$ cat config.mk
export PLATFORM = sky130hd
export DESIGN_NAME = vofc_top
export DESIGN_NICKNAME = d
export VERILOG_FILES = /design/src/verilog/vofc_pkg.sv /design/src/verilog/vofc_top.sv
export SDC_FILE = /design/constraint.sdc
export NUM_CORES = 1
export LEC_CHECK = 0
export BUFFER_PORTS_ARGS = -buffer_cell sky130_fd_sc_hd__buf_2
export CELL_PAD_IN_SITES_DETAIL_PLACEMENT = 1
export CELL_PAD_IN_SITES_GLOBAL_PLACEMENT = 1
export CORE_UTILIZATION = 40
export DETAILED_ROUTE_END_ITERATION = 12
export PLACE_DENSITY = 0.73
export SYNTH_ARGS = -nofsm -noshare
export SYNTH_HDL_FRONTEND = slang
export SYNTH_SLANG_ARGS = --single-unit
$ cat constraint.sdc
create_clock -name pclk -period 5.2 [get_ports pclk]
set_input_delay 0.52 -clock pclk [delete_from_list [all_inputs] [get_ports pclk]]
set_output_delay 0.52 -clock pclk [all_outputs]
set_load 0.01 [all_outputs]
$ cat src/verilog/vofc_pkg.sv
// Constants, register map and carrier types of the video output formatter.
// Assumes one clock domain and an APB register slave in front of it.
package vofc_pkg;
  // ==========================================================================
  // Register indices (byte address is four times the index)
  localparam logic [7:0] IDX_BLACK_START_HI = 8'h14;
  localparam logic [7:0] IDX_BLACK_START_LO = 8'h15;
  localparam logic [7:0] IDX_BLACK_CFG = 8'h17;
  localparam logic [7:0] IDX_OUT_FMT = 8'h18;
  localparam logic [7:0] IDX_HS_WIDTH = 8'h19;
  localparam logic [7:0] IDX_TRISTATE = 8'h1a;
  localparam logic [7:0] IDX_STATUS = 8'h30;
  // ==========================================================================
  // Reset values and writable-bit masks
  localparam logic [7:0] RST_BLACK_START_HI = 8'h00;
  localparam logic [7:0] RST_BLACK_START_LO = 8'h00;
  localparam logic [7:0] RST_BLACK_CFG = 8'h40;
  localparam logic [7:0] RST_OUT_FMT = 8'h00;
  localparam logic [7:0] RST_HS_WIDTH = 8'h10;
  localparam logic [7:0] RST_TRISTATE = 8'h00;
  localparam logic [7:0] MASK_BLACK_START_HI = 8'h1f;
  localparam logic [7:0] MASK_BLACK_CFG = 8'h7d;
  localparam logic [7:0] MASK_OUT_FMT = 8'hf7;
  // ==========================================================================
  // Field positions
  localparam int BLC_DIS_BIT = 0;
  localparam int BLC_WIDTH_LSB = 2;
  localparam int BLC_BW_LSB = 4;
  localparam int FMT_WIDE_BIT = 0;
  localparam int FMT_ILV_BIT = 1;
  localparam int FMT_SWAP_BIT = 2;
  localparam int FMT_422_BIT = 4;
  localparam int FMT_CLKPOL_BIT = 5;
  localparam int FMT_VSPOL_BIT = 6;
  localparam int FMT_HSPOL_BIT = 7;
  localparam int TRI_CLK_A_BIT = 6;
  localparam int TRI_CLK_B_BIT = 7;
  // ==========================================================================
  // Black level loop and FIFO constants
  localparam logic [4:0] BLC_TC_BASE = 5'h05;
  localparam logic [2:0] BLC_AVG_BASE = 3'h4;
  localparam logic [7:0] BLC_TARGET = 8'h00;
  localparam logic [9:0] BLC_OFFSET_MID = 10'h200;
  localparam int FIFO_DEPTH = 16;
  // ==========================================================================
  // Carrier types
  typedef struct packed {
    logic hs;
    logic vs;
    logic [7:0] r;
    logic [7:0] g;
    logic [7:0] b;
  } vofc_pixel_type;

  typedef enum logic [1:0] {
    BLK_IDLE = 2'b00,
    BLK_WAIT = 2'b01,
    BLK_SAMPLE = 2'b10,
    BLK_UPDATE = 2'b11
  } vofc_blk_state_type;
endpackage : vofc_pkg

$ cat src/verilog/vofc_top.sv
// Pixel output formatter with black level loop, FIFO and APB register slave.
// Assumes the pixel stream and APB both run on pclk; one output pixel per two pclk.
`timescale 1ns/1ns
`default_nettype none

// ============================================================================
// Synchronous FIFO
module vofc_fifo #(
  parameter int WIDTH = 8,
  parameter int DEPTH = 16
) (
  input wire logic clk,
  input wire logic rst_n,
  input wire logic [WIDTH-1:0] wr_data,
  input wire logic wr_valid,
  output logic wr_ready,
  output logic [WIDTH-1:0] rd_data,
  output logic rd_valid,
  input wire logic rd_ready,
  output logic [$clog2(DEPTH):0] level
);
  localparam int AW = $clog2(DEPTH);
  logic [WIDTH-1:0] mem_q [DEPTH];
  logic [AW-1:0] wp_q;
  logic [AW-1:0] rp_q;
  logic [AW:0] cnt_q;
  wire wr_fire = wr_valid & wr_ready;
  wire rd_fire = rd_valid & rd_ready;

  assign wr_ready = (cnt_q != DEPTH[AW:0]);
  assign rd_valid = (cnt_q != '0);
  assign rd_data = mem_q[rp_q];
  assign level = cnt_q;

  always_ff @(posedge clk or negedge rst_n) begin
    if (!rst_n) begin
      wp_q <= '0;
      rp_q <= '0;
      cnt_q <= '0;
    end else begin
      if (wr_fire) wp_q <= wp_q + 1'b1;
      if (rd_fire) rp_q <= rp_q + 1'b1;
      if (wr_fire && !rd_fire) cnt_q <= cnt_q + 1'b1;
      else if (rd_fire && !wr_fire) cnt_q <= cnt_q - 1'b1;
    end
  end

  // Storage needs no reset; reads are gated by the count
  always_ff @(posedge clk) begin
    if (wr_fire) mem_q[wp_q] <= wr_data;
  end
endmodule // vofc_fifo

// ============================================================================
// Top level
module vofc_top (
  input wire logic pclk,
  input wire logic presetn,
  input wire logic psel,
  input wire logic penable,
  input wire logic pwrite,
  input wire logic [11:0] paddr,
  input wire logic [31:0] pwdata,
  output logic [31:0] prdata,
  output logic pready,
  output logic pslverr,
  input wire vofc_pkg::vofc_pixel_type pix_in,
  input wire logic pix_valid,
  output logic pix_ready,
  output logic [7:0] red_primary_byte,
  output logic [7:0] green_primary_byte,
  output logic [7:0] blue_primary_byte,
  output logic [7:0] red_secondary_byte,
  output logic [7:0] green_secondary_byte,
  output logic [7:0] blue_secondary_byte,
  output logic [5:0] byte_oe,
  output logic output_pixel_clock,
  output logic output_pixel_clock_oe,
  output logic hsync_output,
  output logic vsync_output,
  output logic [9:0] offset_red,
  output logic [9:0] offset_green,
  output logic [9:0] offset_blue
);
  // ==========================================================================
  // Register file
  logic [7:0] start_hi_q;
  logic [7:0] start_lo_q;
  logic [7:0] blk_cfg_q;
  logic [7:0] fmt_q;
  logic [7:0] hs_width_q;
  logic [5:0] byte_oe_q;
  logic clk_oe_q;
  logic [31:0] prdata_q;
  logic pready_q;
  logic pslverr_q;
  logic [4:0] fifo_level;
  vofc_pkg::vofc_blk_state_type blk_st_q;

  wire [7:0] idx = paddr[9:2];
  wire aligned = (paddr[11:10] == 2'b00) && (paddr[1:0] == 2'b00);
  wire hit_shi = aligned && (idx == vofc_pkg::IDX_BLACK_START_HI);
  wire hit_slo = aligned && (idx == vofc_pkg::IDX_BLACK_START_LO);
  wire hit_cfg = aligned && (idx == vofc_pkg::IDX_BLACK_CFG);
  wire hit_fmt = aligned && (idx == vofc_pkg::IDX_OUT_FMT);
  wire hit_hsw = aligned && (idx == vofc_pkg::IDX_HS_WIDTH);
  wire hit_tri = aligned && (idx == vofc_pkg::IDX_TRISTATE);
  wire hit_sts = aligned && (idx == vofc_pkg::IDX_STATUS);
  wire mapped = hit_shi | hit_slo | hit_cfg | hit_fmt | hit_hsw | hit_tri | hit_sts;
  wire setup = psel & ~penable;
  wire wr_en = psel & penable & pready_q & pwrite & ~pslverr_q;
  wire [7:0] tri_val = {~clk_oe_q, ~clk_oe_q, ~byte_oe_q};
  wire blk_busy = (blk_st_q != vofc_pkg::BLK_IDLE);
  wire [7:0] status_val = {2'b00, blk_busy, fifo_level};
  wire [7:0] rd_val = hit_shi ? start_hi_q :
                      hit_slo ? start_lo_q :
                      hit_cfg ? blk_cfg_q :
                      hit_fmt ? fmt_q :
                      hit_hsw ? hs_width_q :
                      hit_tri ? tri_val :
                      hit_sts ? status_val : 8'h00;
  wire [7:0] wd = pwdata[7:0];

  // Reserved bits are masked so they always read zero
  always_ff @(posedge pclk or negedge presetn) begin
    if (!presetn) begin
      start_hi_q <= vofc_pkg::RST_BLACK_START_HI;
      start_lo_q <= vofc_pkg::RST_BLACK_START_LO;
      blk_cfg_q <= vofc_pkg::RST_BLACK_CFG;
      fmt_q <= vofc_pkg::RST_OUT_FMT;
      hs_width_q <= vofc_pkg::RST_HS_WIDTH;
    end else if (wr_en) begin
      if (hit_shi) start_hi_q <= wd & vofc_pkg::MASK_BLACK_START_HI;
      if (hit_slo) start_lo_q <= wd;
      if (hit_cfg) blk_cfg_q <= wd & vofc_pkg::MASK_BLACK_CFG;
      if (hit_fmt) fmt_q <= wd & vofc_pkg::MASK_OUT_FMT;
      if (hit_hsw) hs_width_q <= wd;
    end
  end

  // Float bits are kept as enables so the pin enables come straight from flops
  always_ff @(posedge pclk or negedge presetn) begin
    if (!presetn) begin
      byte_oe_q <= ~vofc_pkg::RST_TRISTATE[5:0];
      clk_oe_q <= 1'b1;
    end else if (wr_en && hit_tri) begin
      byte_oe_q <= ~wd[5:0];
      clk_oe_q <= ~(wd[vofc_pkg::TRI_CLK_A_BIT] | wd[vofc_pkg::TRI_CLK_B_BIT]);
    end
  end

  // One wait-free access phase; unmapped addresses answer with an error
  always_ff @(posedge pclk or negedge presetn) begin
    if (!presetn) begin
      prdata_q <= 32'h0000_0000;
      pready_q <= 1'b0;
      pslverr_q <= 1'b0;
    end else if (setup) begin
      prdata_q <= {24'h00_0000, rd_val};
      pready_q <= 1'b1;
      pslverr_q <= ~mapped;
    end else begin
      pready_q <= 1'b0;
      pslverr_q <= 1'b0;
    end
  end

  assign prdata = prdata_q;
  assign pready = pready_q;
  assign pslverr = pslverr_q;

  // ==========================================================================
  // Input FIFO
  vofc_pkg::vofc_pixel_type fifo_out;
  logic fifo_valid;
  logic pop_slot;

  vofc_fifo #(
    .WIDTH($bits(vofc_pkg::vofc_pixel_type)),
    .DEPTH(vofc_pkg::FIFO_DEPTH)
  ) u_fifo (
    .clk(pclk),
    .rst_n(presetn),
    .wr_data(pix_in),
    .wr_valid(pix_valid),
    .wr_ready(pix_ready),
    .rd_data(fifo_out),
    .rd_valid(fifo_valid),
    .rd_ready(pop_slot),
    .level(fifo_level)
  );

  // ==========================================================================
  // Output clock and edge selection
  logic ph_q;
  logic clk_q;
  wire wide = fmt_q[vofc_pkg::FMT_WIDE_BIT];
  wire ilv = wide & fmt_q[vofc_pkg::FMT_ILV_BIT];
  wire swap = fmt_q[vofc_pkg::FMT_SWAP_BIT];
  wire f422 = ~wide & fmt_q[vofc_pkg::FMT_422_BIT];
  wire cpol = fmt_q[vofc_pkg::FMT_CLKPOL_BIT];
  // Wide mode halves the output clock: two pixels per period
  wire tog = ~wide | ph_q;
  wire clk_d = tog ? ~clk_q : clk_q;
  wire prim_edge = tog & (clk_d == cpol);
  wire sec_edge = tog & (clk_d == (cpol ^ ilv));
  always_ff @(posedge pclk or negedge presetn) begin
    if (!presetn) begin
      ph_q <= 1'b0;
      clk_q <= 1'b0;
    end else begin
      ph_q <= ~ph_q;
      clk_q <= clk_d;
    end
  end

  // ==========================================================================
  // Horizontal sync shaping and bus steering
  logic [7:0] hcnt_q;
  logic last_hs_q;
  logic sel_q;
  logic cph_q;
  logic hs_stage_q;
  logic vs_stage_q;
  logic [23:0] stage_p_q;
  logic [23:0] stage_s_q;
  wire hs_rise = fifo_out.hs & ~last_hs_q;
  wire hs_trail = ~hs_rise & (hcnt_q == 8'h01);
  wire [7:0] hcnt_d = hs_rise ? hs_width_q : (hcnt_q != 8'h00) ? hcnt_q - 8'h01 : 8'h00;
  // Pair and chroma phase restart on the pixel itself, not the one after
  wire sel_cur = (hs_rise | hs_trail) ? swap : sel_q;
  wire cph_cur = ~hs_trail & cph_q;
  // Wide mode holds a pair's first pixel for a primary edge, keeping pairs aligned
  assign pop_slot = wide ? (ph_q & (prim_edge | (sel_cur != swap))) : prim_edge;
  wire pop = pop_slot & fifo_valid;
  wire [7:0] chroma = cph_cur ? fifo_out.r : fifo_out.b;
  wire [23:0] narrow_pix = f422 ? {chroma, fifo_out.g, 8'h00} : {fifo_out.r, fifo_out.g, fifo_out.b};

  always_ff @(posedge pclk or negedge presetn) begin
    if (!presetn) begin
      hcnt_q <= 8'h00;
      last_hs_q <= 1'b0;
      sel_q <= 1'b0;
      cph_q <= 1'b0;
      hs_stage_q <= 1'b0;
      vs_stage_q <= 1'b0;
    end else if (pop) begin
      last_hs_q <= fifo_out.hs;
      hcnt_q <= hcnt_d;
      hs_stage_q <= (hcnt_d != 8'h00);
      vs_stage_q <= fifo_out.vs;
      sel_q <= ~sel_cur;
      cph_q <= ~cph_cur;
    end
  end

  always_ff @(posedge pclk or negedge presetn) begin
    if (!presetn) begin
      stage_p_q <= 24'h00_0000;
      stage_s_q <= 24'h00_0000;
    end else if (pop) begin
      if (!wide) stage_p_q <= narrow_pix;
      else if (!sel_cur) stage_p_q <= {fifo_out.r, fifo_out.g, fifo_out.b};
      else stage_s_q <= {fifo_out.r, fifo_out.g, fifo_out.b};
    end
  end

  // ==========================================================================
  // Output pins
  always_ff @(posedge pclk or negedge presetn) begin
    if (!presetn) begin
      {red_primary_byte, green_primary_byte, blue_primary_byte} <= 24'h00_0000;
      hsync_output <= 1'b0;
      vsync_output <= 1'b0;
    end else if (prim_edge) begin
      {red_primary_byte, green_primary_byte, blue_primary_byte} <= stage_p_q;
      hsync_output <= hs_stage_q ^ fmt_q[vofc_pkg::FMT_HSPOL_BIT];
      vsync_output <= vs_stage_q ^ fmt_q[vofc_pkg::FMT_VSPOL_BIT];
    end
  end

  always_ff @(posedge pclk or negedge presetn) begin
    if (!presetn) begin
      {red_secondary_byte, green_secondary_byte, blue_secondary_byte} <= 24'h00_0000;
    end else if (!wide) begin
      {red_secondary_byte, green_secondary_byte, blue_secondary_byte} <= 24'h00_0000;
    end else if (sec_edge) begin
      {red_secondary_byte, green_secondary_byte, blue_secondary_byte} <= stage_s_q;
    end
  end

  // Enables bypass all format logic, so a float bit always wins
  assign byte_oe = byte_oe_q;
  assign output_pixel_clock = clk_q;
  assign output_pixel_clock_oe = clk_oe_q;

  // ==========================================================================
  // Black level loop, fed from the accepted input stream
  logic in_hs_q;
  logic [12:0] pos_q;
  logic [6:0] nsamp_q;
  logic [14:0] sum_q [3];
  logic signed [21:0] integ_q [3];
  logic [9:0] off_q [3];
  wire in_fire = pix_valid & pix_ready;
  wire in_trail = in_hs_q & ~pix_in.hs;
  wire [12:0] start_pos = {start_hi_q[4:0], start_lo_q};
  wire [1:0] wsel = blk_cfg_q[vofc_pkg::BLC_WIDTH_LSB +: 2];
  wire [2:0] bw = blk_cfg_q[vofc_pkg::BLC_BW_LSB +: 3];
  wire blk_dis = blk_cfg_q[vofc_pkg::BLC_DIS_BIT];
  wire [6:0] nlast = 7'((8'h10 << wsel) - 8'h01);
  wire [2:0] avg_sh = vofc_pkg::BLC_AVG_BASE + {1'b0, wsel};
  wire [4:0] tc_sh = vofc_pkg::BLC_TC_BASE + {2'b00, bw};
  wire [7:0] in_ch [3];
  assign in_ch[0] = pix_in.r;
  assign in_ch[1] = pix_in.g;
  assign in_ch[2] = pix_in.b;
  wire take = in_fire & (((blk_st_q == vofc_pkg::BLK_WAIT) && (pos_q == start_pos)) ||
                         (blk_st_q == vofc_pkg::BLK_SAMPLE));

  always_ff @(posedge pclk or negedge presetn) begin
    if (!presetn) begin
      in_hs_q <= 1'b0;
      pos_q <= 13'h0000;
      nsamp_q <= 7'h00;
      blk_st_q <= vofc_pkg::BLK_IDLE;
    end else begin
      if (in_fire) in_hs_q <= pix_in.hs;
      case (blk_st_q)
        vofc_pkg::BLK_IDLE: begin
          if (in_fire && in_trail) begin
            pos_q <= 13'h0000;
            blk_st_q <= vofc_pkg::BLK_WAIT;
          end
        end
        vofc_pkg::BLK_WAIT: begin
          if (take) begin
            nsamp_q <= 7'h01;
            blk_st_q <= (nlast == 7'h00) ? vofc_pkg::BLK_UPDATE : vofc_pkg::BLK_SAMPLE;
          end else if (in_fire) begin
            pos_q <= pos_q + 13'h0001;
          end
        end
        vofc_pkg::BLK_SAMPLE: begin
          if (take) begin
            nsamp_q <= nsamp_q + 7'h01;
            if (nsamp_q == nlast) blk_st_q <= vofc_pkg::BLK_UPDATE;
          end
        end
        vofc_pkg::BLK_UPDATE: blk_st_q <= vofc_pkg::BLK_IDLE;
        default: blk_st_q <= vofc_pkg::BLK_IDLE;
      endcase
    end
  end

  // Integrator gain of two to minus the shift sets the line time constant
  genvar c;
  for (c = 0; c < 3; c++) begin : g_ch
    wire [14:0] avg = sum_q[c] >> avg_sh;
    wire signed [21:0] err = $signed({14'h0000, vofc_pkg::BLC_TARGET}) - $signed({14'h0000, avg[7:0]});
    wire signed [21:0] integ_n = integ_q[c] + err;
    wire signed [21:0] corr = integ_n >>> tc_sh;
    always_ff @(posedge pclk or negedge presetn) begin
      if (!presetn) begin
        sum_q[c] <= 15'h0000;
        integ_q[c] <= 22'sh00_0000;
        off_q[c] <= vofc_pkg::BLC_OFFSET_MID;
      end else if (blk_st_q == vofc_pkg::BLK_IDLE) begin
        sum_q[c] <= 15'h0000;
      end else if (take) begin
        sum_q[c] <= sum_q[c] + {7'h00, in_ch[c]};
      end else if (blk_st_q == vofc_pkg::BLK_UPDATE && !blk_dis) begin
        integ_q[c] <= integ_n;
        off_q[c] <= vofc_pkg::BLC_OFFSET_MID + corr[9:0];
      end
    end
  end

  assign offset_red = off_q[0];
  assign offset_green = off_q[1];
  assign offset_blue = off_q[2];
endmodule // vofc_top

`default_nettype wire
==> results of run 1 <==
logic make-up after synthesis:
logic type	synth area share, %
xor gates and xnor gates	3.599
DFF	54.09
other	0.009640
muxes	11.54
buffers and inverters	2.872
adders and majority gates	3.931
and+or+nand+nor	10.71
AOI/OAI and AO/OA	13.25
final timing paths:
| kind | start | endpoint | depth (start not counted) |
|---|---|---|---|
| max | blk_cfg_q[3]$_DFFE_PN0P_ | offset_red[8]$_DFFE_PN0P_ | 18 |
| min | pwdata[7] | output_pixel_clock_oe$_DFFE_PN1P_ | 2 |
| max reg2reg | blk_cfg_q[3]$_DFFE_PN0P_ | offset_red[8]$_DFFE_PN0P_ | 18 |
| min reg2reg | ph_q$_DFF_PN0_ | ph_q$_DFF_PN0_ | 1 |
| max in group asynchronous | presetn | blk_cfg_q[4]$_DFFE_PN0P_ | 3 |
| min in group asynchronous | presetn | red_secondary_byte[1]$_DFFE_PN0P_ | 2 |
synth_stat cells (all sizes together), types with 10 or more instances:
library cell,instances,area [um^2]
a21oi,214,1075
clkbuf,143,536.8
inv,51,191.4
nand4,19,118.9
or2,11,68.82
o22ai,12,75.07
buf,61,381.6
nor3,53,270.3
dfrtp,329,8233
or3,11,68.82
and2,28,175.2
xnor2,96,848.3
o21ai,231,1156
mux2i,156,1562
nor2,209,792.0
a211oi,38,285.3
nor4,13,87.58
o21a,12,90.09
dfstp,12,315.3
xor2,63,551.8
a31oi,36,225.2
mux2,108,1216
o21bai,15,112.6
nand3,55,275.3
a221oi,37,324.1
mux4,76,1712
o31ai,10,75.07
nand2b,24,157.6
edfxtp,416,12490
a22oi,32,240.2
a21o,36,270.3
nand2,373,1400
nor2b,44,282.8
o211ai,30,225.2
and3,31,193.9
ha,111,1389
critical path: stages, from the launching register on:
cell,delay [ps]
dfrtp_2,470
buf_4,140
mux2_2,330
mux2i_1,250
ha_1,230
and3b_1,210
nand3b_1,130
or3_4,450
buf_4,220
ha_2,460
o21ai_0,130
nand2b_1,150
or4b_2,610
a211oi_1,200
a311oi_1,90
o311a_1,210
o221ai_1,260
o221ai_1,180
o21ai_0,190
final cells by class:
cell class | count | area share [%]
clock buffers | 119 | 5.299
clock inverters | 39 | 1.071
inverters | 53 | 0.4494
multi-input cells | 2357 | 38.68
flip-flops and latches | 757 | 47.55
well taps | 1276 | 3.606
repair buffers | 236 | 3.341
through the flow:
step,cell area (um^2),total power [uW],hold WS [ps]
2_1_floorplan,39000,19720,224.4
3_3_place_gp,41170,24340,422.0
3_5_place_dp,41170,24760,437.6
4_1_cts,44000,31010,55.40
5_1_grt,44270,33510,84.19
6_report,44270,31450,104.6
registers in the layout, summed over array words and instances, names as in the netlist, 10 cells and up:
name and flops:
integ_q 66, offset_blue 10, offset_green 10, offset_red 10, pos_q 13, stage_p_q 24
stage_s_q 24, sum_q 45, u_fifo.mem_q 416
layer usage:
| layer | wire (um) | share of wire, % | track usage, % | vias to the layer above |
|---|---|---|---|---|
| li1 | - | - | - | 12760 |
| met4 | 2592 | 2.3 | 6.330 | 8 |
| met5 | 64 | 0.057 | 0 | - |
| met3 | 5619 | 5.0 | 3.266 | 175 |
| met2 | 54350 | 49 | 38.28 | 762 |
| met1 | 48960 | 44 | 30.19 | 14210 |
power by group:
part / switching, uW / internal (uW)
logic: 10500 / 6720
registers: 764 / 7460
clock network: 2550 / 3490
total: 13800 / 17700
what timing repair did:
action | CTS | global route
hold buffers | 1 | 0
hold endpoints to repair | 89 | 0
setup endpoints to repair | 1 | 27
setup buffers | 0 | 3
gates resized for setup | 1 | 56
pin swaps | 0 | 6
gates cloned | 0 | 1
==> results.md, run 1 <==
- The sequential standard cell area is 21050 um^2.
- Once layout is complete, the cells apart from fillers number 4837.
- The static leakage is 0.01746 uW.
- The prevailing post-synth register cell is edfxtp_1.
- The TritonCTS sink count is 757.
- The number of antenna diodes in the final layout is 0.
- Detailed placement ended at an HPWL of 74.49 mm.
- The final antenna-violating net count is 0.
- After synthesis, the share of flip-flops with an asynchronous set or reset is 45.05%.
- The filler cell count is 10220.
- The via count of the first global-routing pass is 29160.
- The clock transition time at the flip-flop clock pins of the worst setup and hold paths is 60 ps.
- The number of flip-flops and latches in the synthesized netlist is 757.
- The final layout net count is 3684.
- Across the VDD grid, the largest voltage drop is 0.5794 mV.
- The die span in y is 313.8 um.
- The area of the die is 98500 um^2.
- The synthesis warning total is 0.
- The buffer cell driving the clock tree root is clkbuf_16.
- STA classifies the critical path endpoint as a register.
- The setup slack on the worst flop-to-flop path is 170 ps.
- The number of placed instances, taps included, is 4674.
- Setup repair after global routing could not meet its margin everywhere.
- Summing all multi-input logic gate instances after layout gives 17130 um^2.
- The count of final max-slew check failures came to 0.
- Leaving out fill and tap cells, the most frequent cells in the layout are 416 x edfxtp_1, 373 x nand2_1, 324 x dfrtp_1, 223 x o21ai_0, 208 x a21oi_1.
- The detailed-routing iteration count for the pre-antenna-repair pass is 5.
- At the pin with the least slew margin, the transition time is 1113 ps.
- The floorplan core area is 96570 um^2.
- Yosys mapped a number of flops with a built-in enable equal to 416.
- The area growth from synthesis to layout is 13.81%.
- Measured along the x axis, the die boundary spans 313.8 um.
- The total wire length after detailed routing is 111.6 mm.
- The summed negative setup slack over all endpoints is 0 ps.
- The first global-routing pass estimated 173.6 mm of wire.
- The post-route core utilization is 45.85%.
- The share of final-layout standard cells stronger than drive strength 1 is 17.69%.
- Derived from the worst setup path, the maximum achievable clock frequency is 198.6 MHz.
- The placer's final routability congestion estimate is 0.8230.
- The final period demand of the worst path is 5035 ps.
- The number of rows in the core area is 114.
- Across the run, the number of max-cap violations was 0.
- The run finished with clean final reports.
- The setup violation total in the final timing report is 0.
- The initial utilization of the core area, before any placement, comes to 40.28%.
- The maximum number of buffers from clock root to sink is 3.
- The port buffer count is 150.
- TritonCTS built the clock tree.
- The total number of vias is 27910.
- After detailed routing, the number of vias per cell comes to 5.771.
- The cell area after synthesis is 38900 um^2.
- The post-route fraction of the period consumed by the critical path is 96.82%.
- The overall global routing resource usage is 22.61%.
- The count of endpoints failing hold in the final timing report is 0.
- The required time at the endpoint of the critical path is 5760 ps.
- The mean instance size in the synthesized netlist is 11.62 um^2.
- The worst slack at placement is 21.03 ps.
- In the routed design, unresolved DRC markers number 0.
- The number of antenna violations at the first check in global routing is 8.
- The critical path in this run is classified as register to register.
- Clock latency on the worst-skew pair, taken at its later pin, is 680 ps.
- The worst-path maximum fanout is 13.
- The register area share after synthesis is 54.09%.
- The number of buffers inserted during clock tree synthesis is 85.
- The total number of H-tree levels is 3.
- The path type of the worst min-delay path is primary input to register.
- The violation count after the first detailed-routing iteration is 1915.
- The sort of element at the start of the critical path is a register.
- Dividing the detail-routed wire length by the instance count gives 23.07 um.
- The cell count after synthesis is 3347.
- In this run the tightest slew margin relative to its limit is 25.83%.
- The I/O pin count is 199.
- The most frequent standard cell in the layout excluding fill and tap cells is edfxtp_1.
- The post-synthesis cell type count is 94.
- In this run the power density over the cells is 710.3 nW/um^2.
- On the final layout, the worst clock skew is 40.10 ps.
- The worst path meets setup with 165.3 ps of slack.
- The maximum number of pins on one net before global-route repair is 121.
- After global routing the overflow that remains totals 0.
- Data arrives at the worst endpoint at 5600 ps.
Note: power is estimated with default switching activity, not from simulation.
==> run 2: changes to the inputs <==
--- a/config.mk
+++ b/config.mk
@@ -10,7 +10,8 @@
 export CELL_PAD_IN_SITES_GLOBAL_PLACEMENT = 1
 export CORE_UTILIZATION = 40
 export DETAILED_ROUTE_END_ITERATION = 12
-export PLACE_DENSITY = 0.73
+export PLACE_DENSITY = 0.72
 export SYNTH_ARGS = -nofsm -noshare
 export SYNTH_HDL_FRONTEND = slang
+export SYNTH_HIERARCHICAL = 1
 export SYNTH_SLANG_ARGS = --single-unit
==> results.md, run 2 <==
- The type of destination of the critical path is a register.
- The worst hold path begins at pwdata[7].
- The most common cell in the synthesized netlist is edfxtp_1.
- The required time at the endpoint of the critical path is 5740 ps (-20 ps).
- The largest registers in the layout are u_fifo/mem_q x416, integ_q x66, sum_q x45.
- The data arrival time at the worst-slack endpoint was 5400 ps (-200 ps).
- The post-synthesis share of cell area spent on and, or, nand and nor gates is 9.840% (-0.87 points).
- The setup violation total in the final timing report is 0 (unchanged).
- The number of rows in the core area is 113 (-0.88%).
- The mean instance size in the synthesized netlist came to 11.99 um^2 (+3.1%).
- The maximum number of pins on one net before global-route repair was 117 (-3.3%).
- The worst hold path cell count is 2 (unchanged).
- Sorting the synthesized cells by how often they occur yields 416 x edfxtp_1, 376 x nand2_1, 329 x dfrtp_1.
- The starting density of the core came to 40.56% (+0.27 points).
- The total number of vias is 27010 (-3.3%).
- The worst-path maximum fanout was 14 (+1).
- The maximum frequency from static timing analysis is 205.7 MHz (+3.6%).
- The type of the worst setup path is register to register.
- The antenna diode instance count is 0 (unchanged).
- The count of maximum capacitance violations is 0 (unchanged).
- The number of flip-flops and latches in the synthesized netlist is 757 (unchanged).
- The number of buffers inserted during clock tree synthesis is 86 (+1.2%).
- The final layout net count was 3592 (-2.5%).
- The die span in y is 313.1 um (-0.25%).
- The post-route fraction of the period consumed by the critical path is 93.48% (-3.3 points).
- The share of flip-flops with an asynchronous set or reset after synthesis was 45.05% (unchanged).
- The area share of the largest cell type after synthesis is 32.27% (+0.16 points).
- The count of flip-flops with a built-in enable after synthesis is 416 (unchanged).
- The post-synthesis cell type count is 98 (+4.3%).
- The placer's final routability congestion estimate is 0.8465 (+2.9%).
- The startpoint identified for the worst register-to-register timing path is blk_cfg_q[3]$_DFFE_PN0P_.
- The overall global routing resource usage came to 22.38% (-0.24 points).
- The clock skew after layout came to 52.27 ps (+12.16 ps).
- The beginning of the critical path is blk_cfg_q[3]$_DFFE_PN0P_.
- The total DRC errors in the routed layout is 0 (unchanged).
- The area of the die is 98010 um^2 (-0.49%).
- The least setup slack across all paths after layout is 339.2 ps (+173.9 ps).
- The floorplan core area came to 95440 um^2 (-1.2%).
- The flow ran to the end, and the final reports show no timing, DRC or antenna violations.
- The length in cells of the worst reg-to-reg path was 19 (+1).
- The final antenna-violating net count is 0 (unchanged).
- The floorplan die width is 313.1 um (-0.25%).
- The worst setup path is launched from a register.
- The register area share after synthesis is 54.36% (+0.27 points).
- The via count of the first global-routing pass is 28290 (-3.0%).
- The synthesized-area fraction occupied by ao, oa, aoi and oai cells is 12.32% (-0.93 points).
- The number of flip-flops under the largest register name is 416 (unchanged).
- The clock transition time at the flip-flop clock pins of the worst setup and hold paths came to 60 ps (about the same).
- The number of antenna violations at the first check in global routing is 8 (unchanged).
- The synthesis warning total is 6 (+6).
- The library cell used most frequently in the layout, excluding fill and tap cells, is edfxtp_1.
- The share of final-layout standard cells stronger than drive strength 1 is 18.73% (+1.0 points).
- Among all flip-flop cells after synthesis, the most frequent one is edfxtp_1.
- The TritonCTS sink count is 757 (unchanged).
- The xor/xnor cell area share of the yosys netlist was 3.320% (-0.28 points).
- The met2 wire length is 53.57 mm (-1.4%).
- The average wire per standard cell was 23.18 um (+0.48%).
- The total wire length after detailed routing is 109.8 mm (-1.6%).
- The global-route wire length before repair was 170.6 mm (-1.7%).
- The summed negative setup slack over all endpoints came to 0 ps (unchanged).
- The transition time of the tightest slew-check pin came to 1285 ps (+172.7 ps).
- The tree is rooted in a clkbuf_16.
- The number of vias per cell after detailed routing is 5.702 (-1.2%).
- The I/O pin count is 199 (unchanged).
- The cell count after synthesis came to 3229 (-3.5%).
- The largest register by flop count is u_fifo/mem_q.
- The count of endpoints failing hold in the final timing report is 0 (unchanged).
- The violation count after the first detailed-routing iteration is 1918 (+0.16%).
- The global-route congestion overflow total is 0 (unchanged).
- The area growth from synthesis to layout is 14.08%.
- The worst slack at placement is 140.8 ps (+119.8 ps).
- The highest metal layer with signal wires is met5.
- The later-pin clock latency in the skew report came to 680 ps (about the same).
- The met1 routed wirelength after detailed routing was 48.12 mm (-1.7%).
- The met3 wire length was 5.165 mm (-8.1%).
- By area, the combinational part of the netlist is dominated by multiplexers.
- The library cells used most frequently in the layout, excluding fill and tap cells, are 416 x edfxtp_1, 376 x nand2_1, 324 x dfrtp_1, 216 x mux2i_1, 213 x nor2_1.
- The path class of the tightest hold or removal check is primary input to register.
- Summed over all instances, the cell type with the most area after synthesis is edfxtp_1.
- The port buffer count is 150 (unchanged).
- The total number of H-tree levels is 3 (unchanged).
- The placed instance count is 4569 (-2.2%).
- Yosys attributes the largest share of cell area to edfxtp_1 32%, dfrtp_1 21%, mux2i_1 5.6%.
- The detailed-routing iteration count for the pre-antenna-repair pass is 7 (+2).
- The TritonCTS clock tree is built.
- The post-synthesis mux area share is 13.25% (+1.7 points).
- The count of non-filler cells in the finished layout is 4736 (-2.1%).
- The share of synthesized cell area in full adder, half adder and majority cells is 3.918% (-0.013 points).
- The maximum number of buffers from clock root to sink is 3 (unchanged).
- The cell area after synthesis is 38710 um^2 (-0.50%).
- The count of final max-slew check failures is 0 (unchanged).
- The final period demand of the worst path is 4861 ps (-173.9 ps).
- The headroom to the max-slew limit is 14.11% (-12 points).
- The detailed placer's ending HPWL is 72.72 mm (-2.4%).
- The post-route core utilization is 46.27% (+0.42 points).
## run 2: final timing paths
check | end | slack (ps)
worst min register to register | hsync_output$_DFFE_PN0P_ | 470
min in group asynchronous | green_primary_byte[1]$_DFFE_PN0P_ | 440
worst max-delay path | offset_blue[6]$_DFFE_PN0P_ | 340
max in group asynchronous | integ_q[61]$_DFFE_PN0P_ | 3380
worst min-delay path | output_pixel_clock_oe$_DFFE_PN1P_ | 110
worst max register to register | offset_blue[6]$_DFFE_PN0P_ | 340
## run 2: cell type report
class	count	area, um^2
Fill cell	10040	51280
Sequential cell	757	21050
Multi-Input combinational cell	2254	16860
Clock buffer	121	2364
Tap cell	1265	1583
Timing Repair Buffer	249	1556
Clock inverter	39	546.8
Inverter	51	191.4
## run 2: logic make-up (layout without fill, tap and decap cells)
| logic type | count (synthesis) | in the layout |
|---|---|---|
| AND/OR/NAND/NOR | 854 | 854 |
| flip-flops | 757 | 757 |
| AO/OA/AOI/OAI | 706 | 706 |
| multiplexers | 408 | 408 |
| buffers and inverters | 241 | 460 |
| XOR/XNOR | 145 | 145 |
| adder cells (fa/ha/maj) | 117 | 117 |
| other | 1 | 24 |
## run 2: routing by layer
metal	global-route usage, %	vias up
li1	-	12390
met1	29.66	13810
met2	37.93	616
met3	3.182	182
met4	6.851	12
met5	0	-
## run 2: metrics by stage
step,area (um^2),hold WS (ps)
after floorplan,38790,224.4
after global placement,41100,458.9
after detailed placement,41100,465.6
after CTS,44020,76.51
after global routing,44150,100.7
final,44150,114.7
## run 2: worst max-delay path, cell delays in order, from the launching register on
cell and delay (ps):
dfrtp_2 470, buf_12 190, mux2_2 370, nand2_1 70, o21ai_0 100, inv_1 80, ha_1 220, o21ai_1 120
or3_4 460, ha_1 520, nand4_1 230, a21oi_1 240, a211oi_2 130, buf_4 160, xnor2_1 360, o21ba_1 190
o221a_2 220, and2_0 140, o221ai_1 110, o32a_1 340
## run 2: what timing repair did
item	in CTS	in global routing
endpoints found under the setup margin	0	22
buffers inserted	0	6
endpoints found under the hold margin	77	0
hold buffers	1	0
gates resized for setup	0	16
Power of run 2 is not shown: default switching activity piles up to over one toggle a cycle in this logic, so the estimate is an artifact.
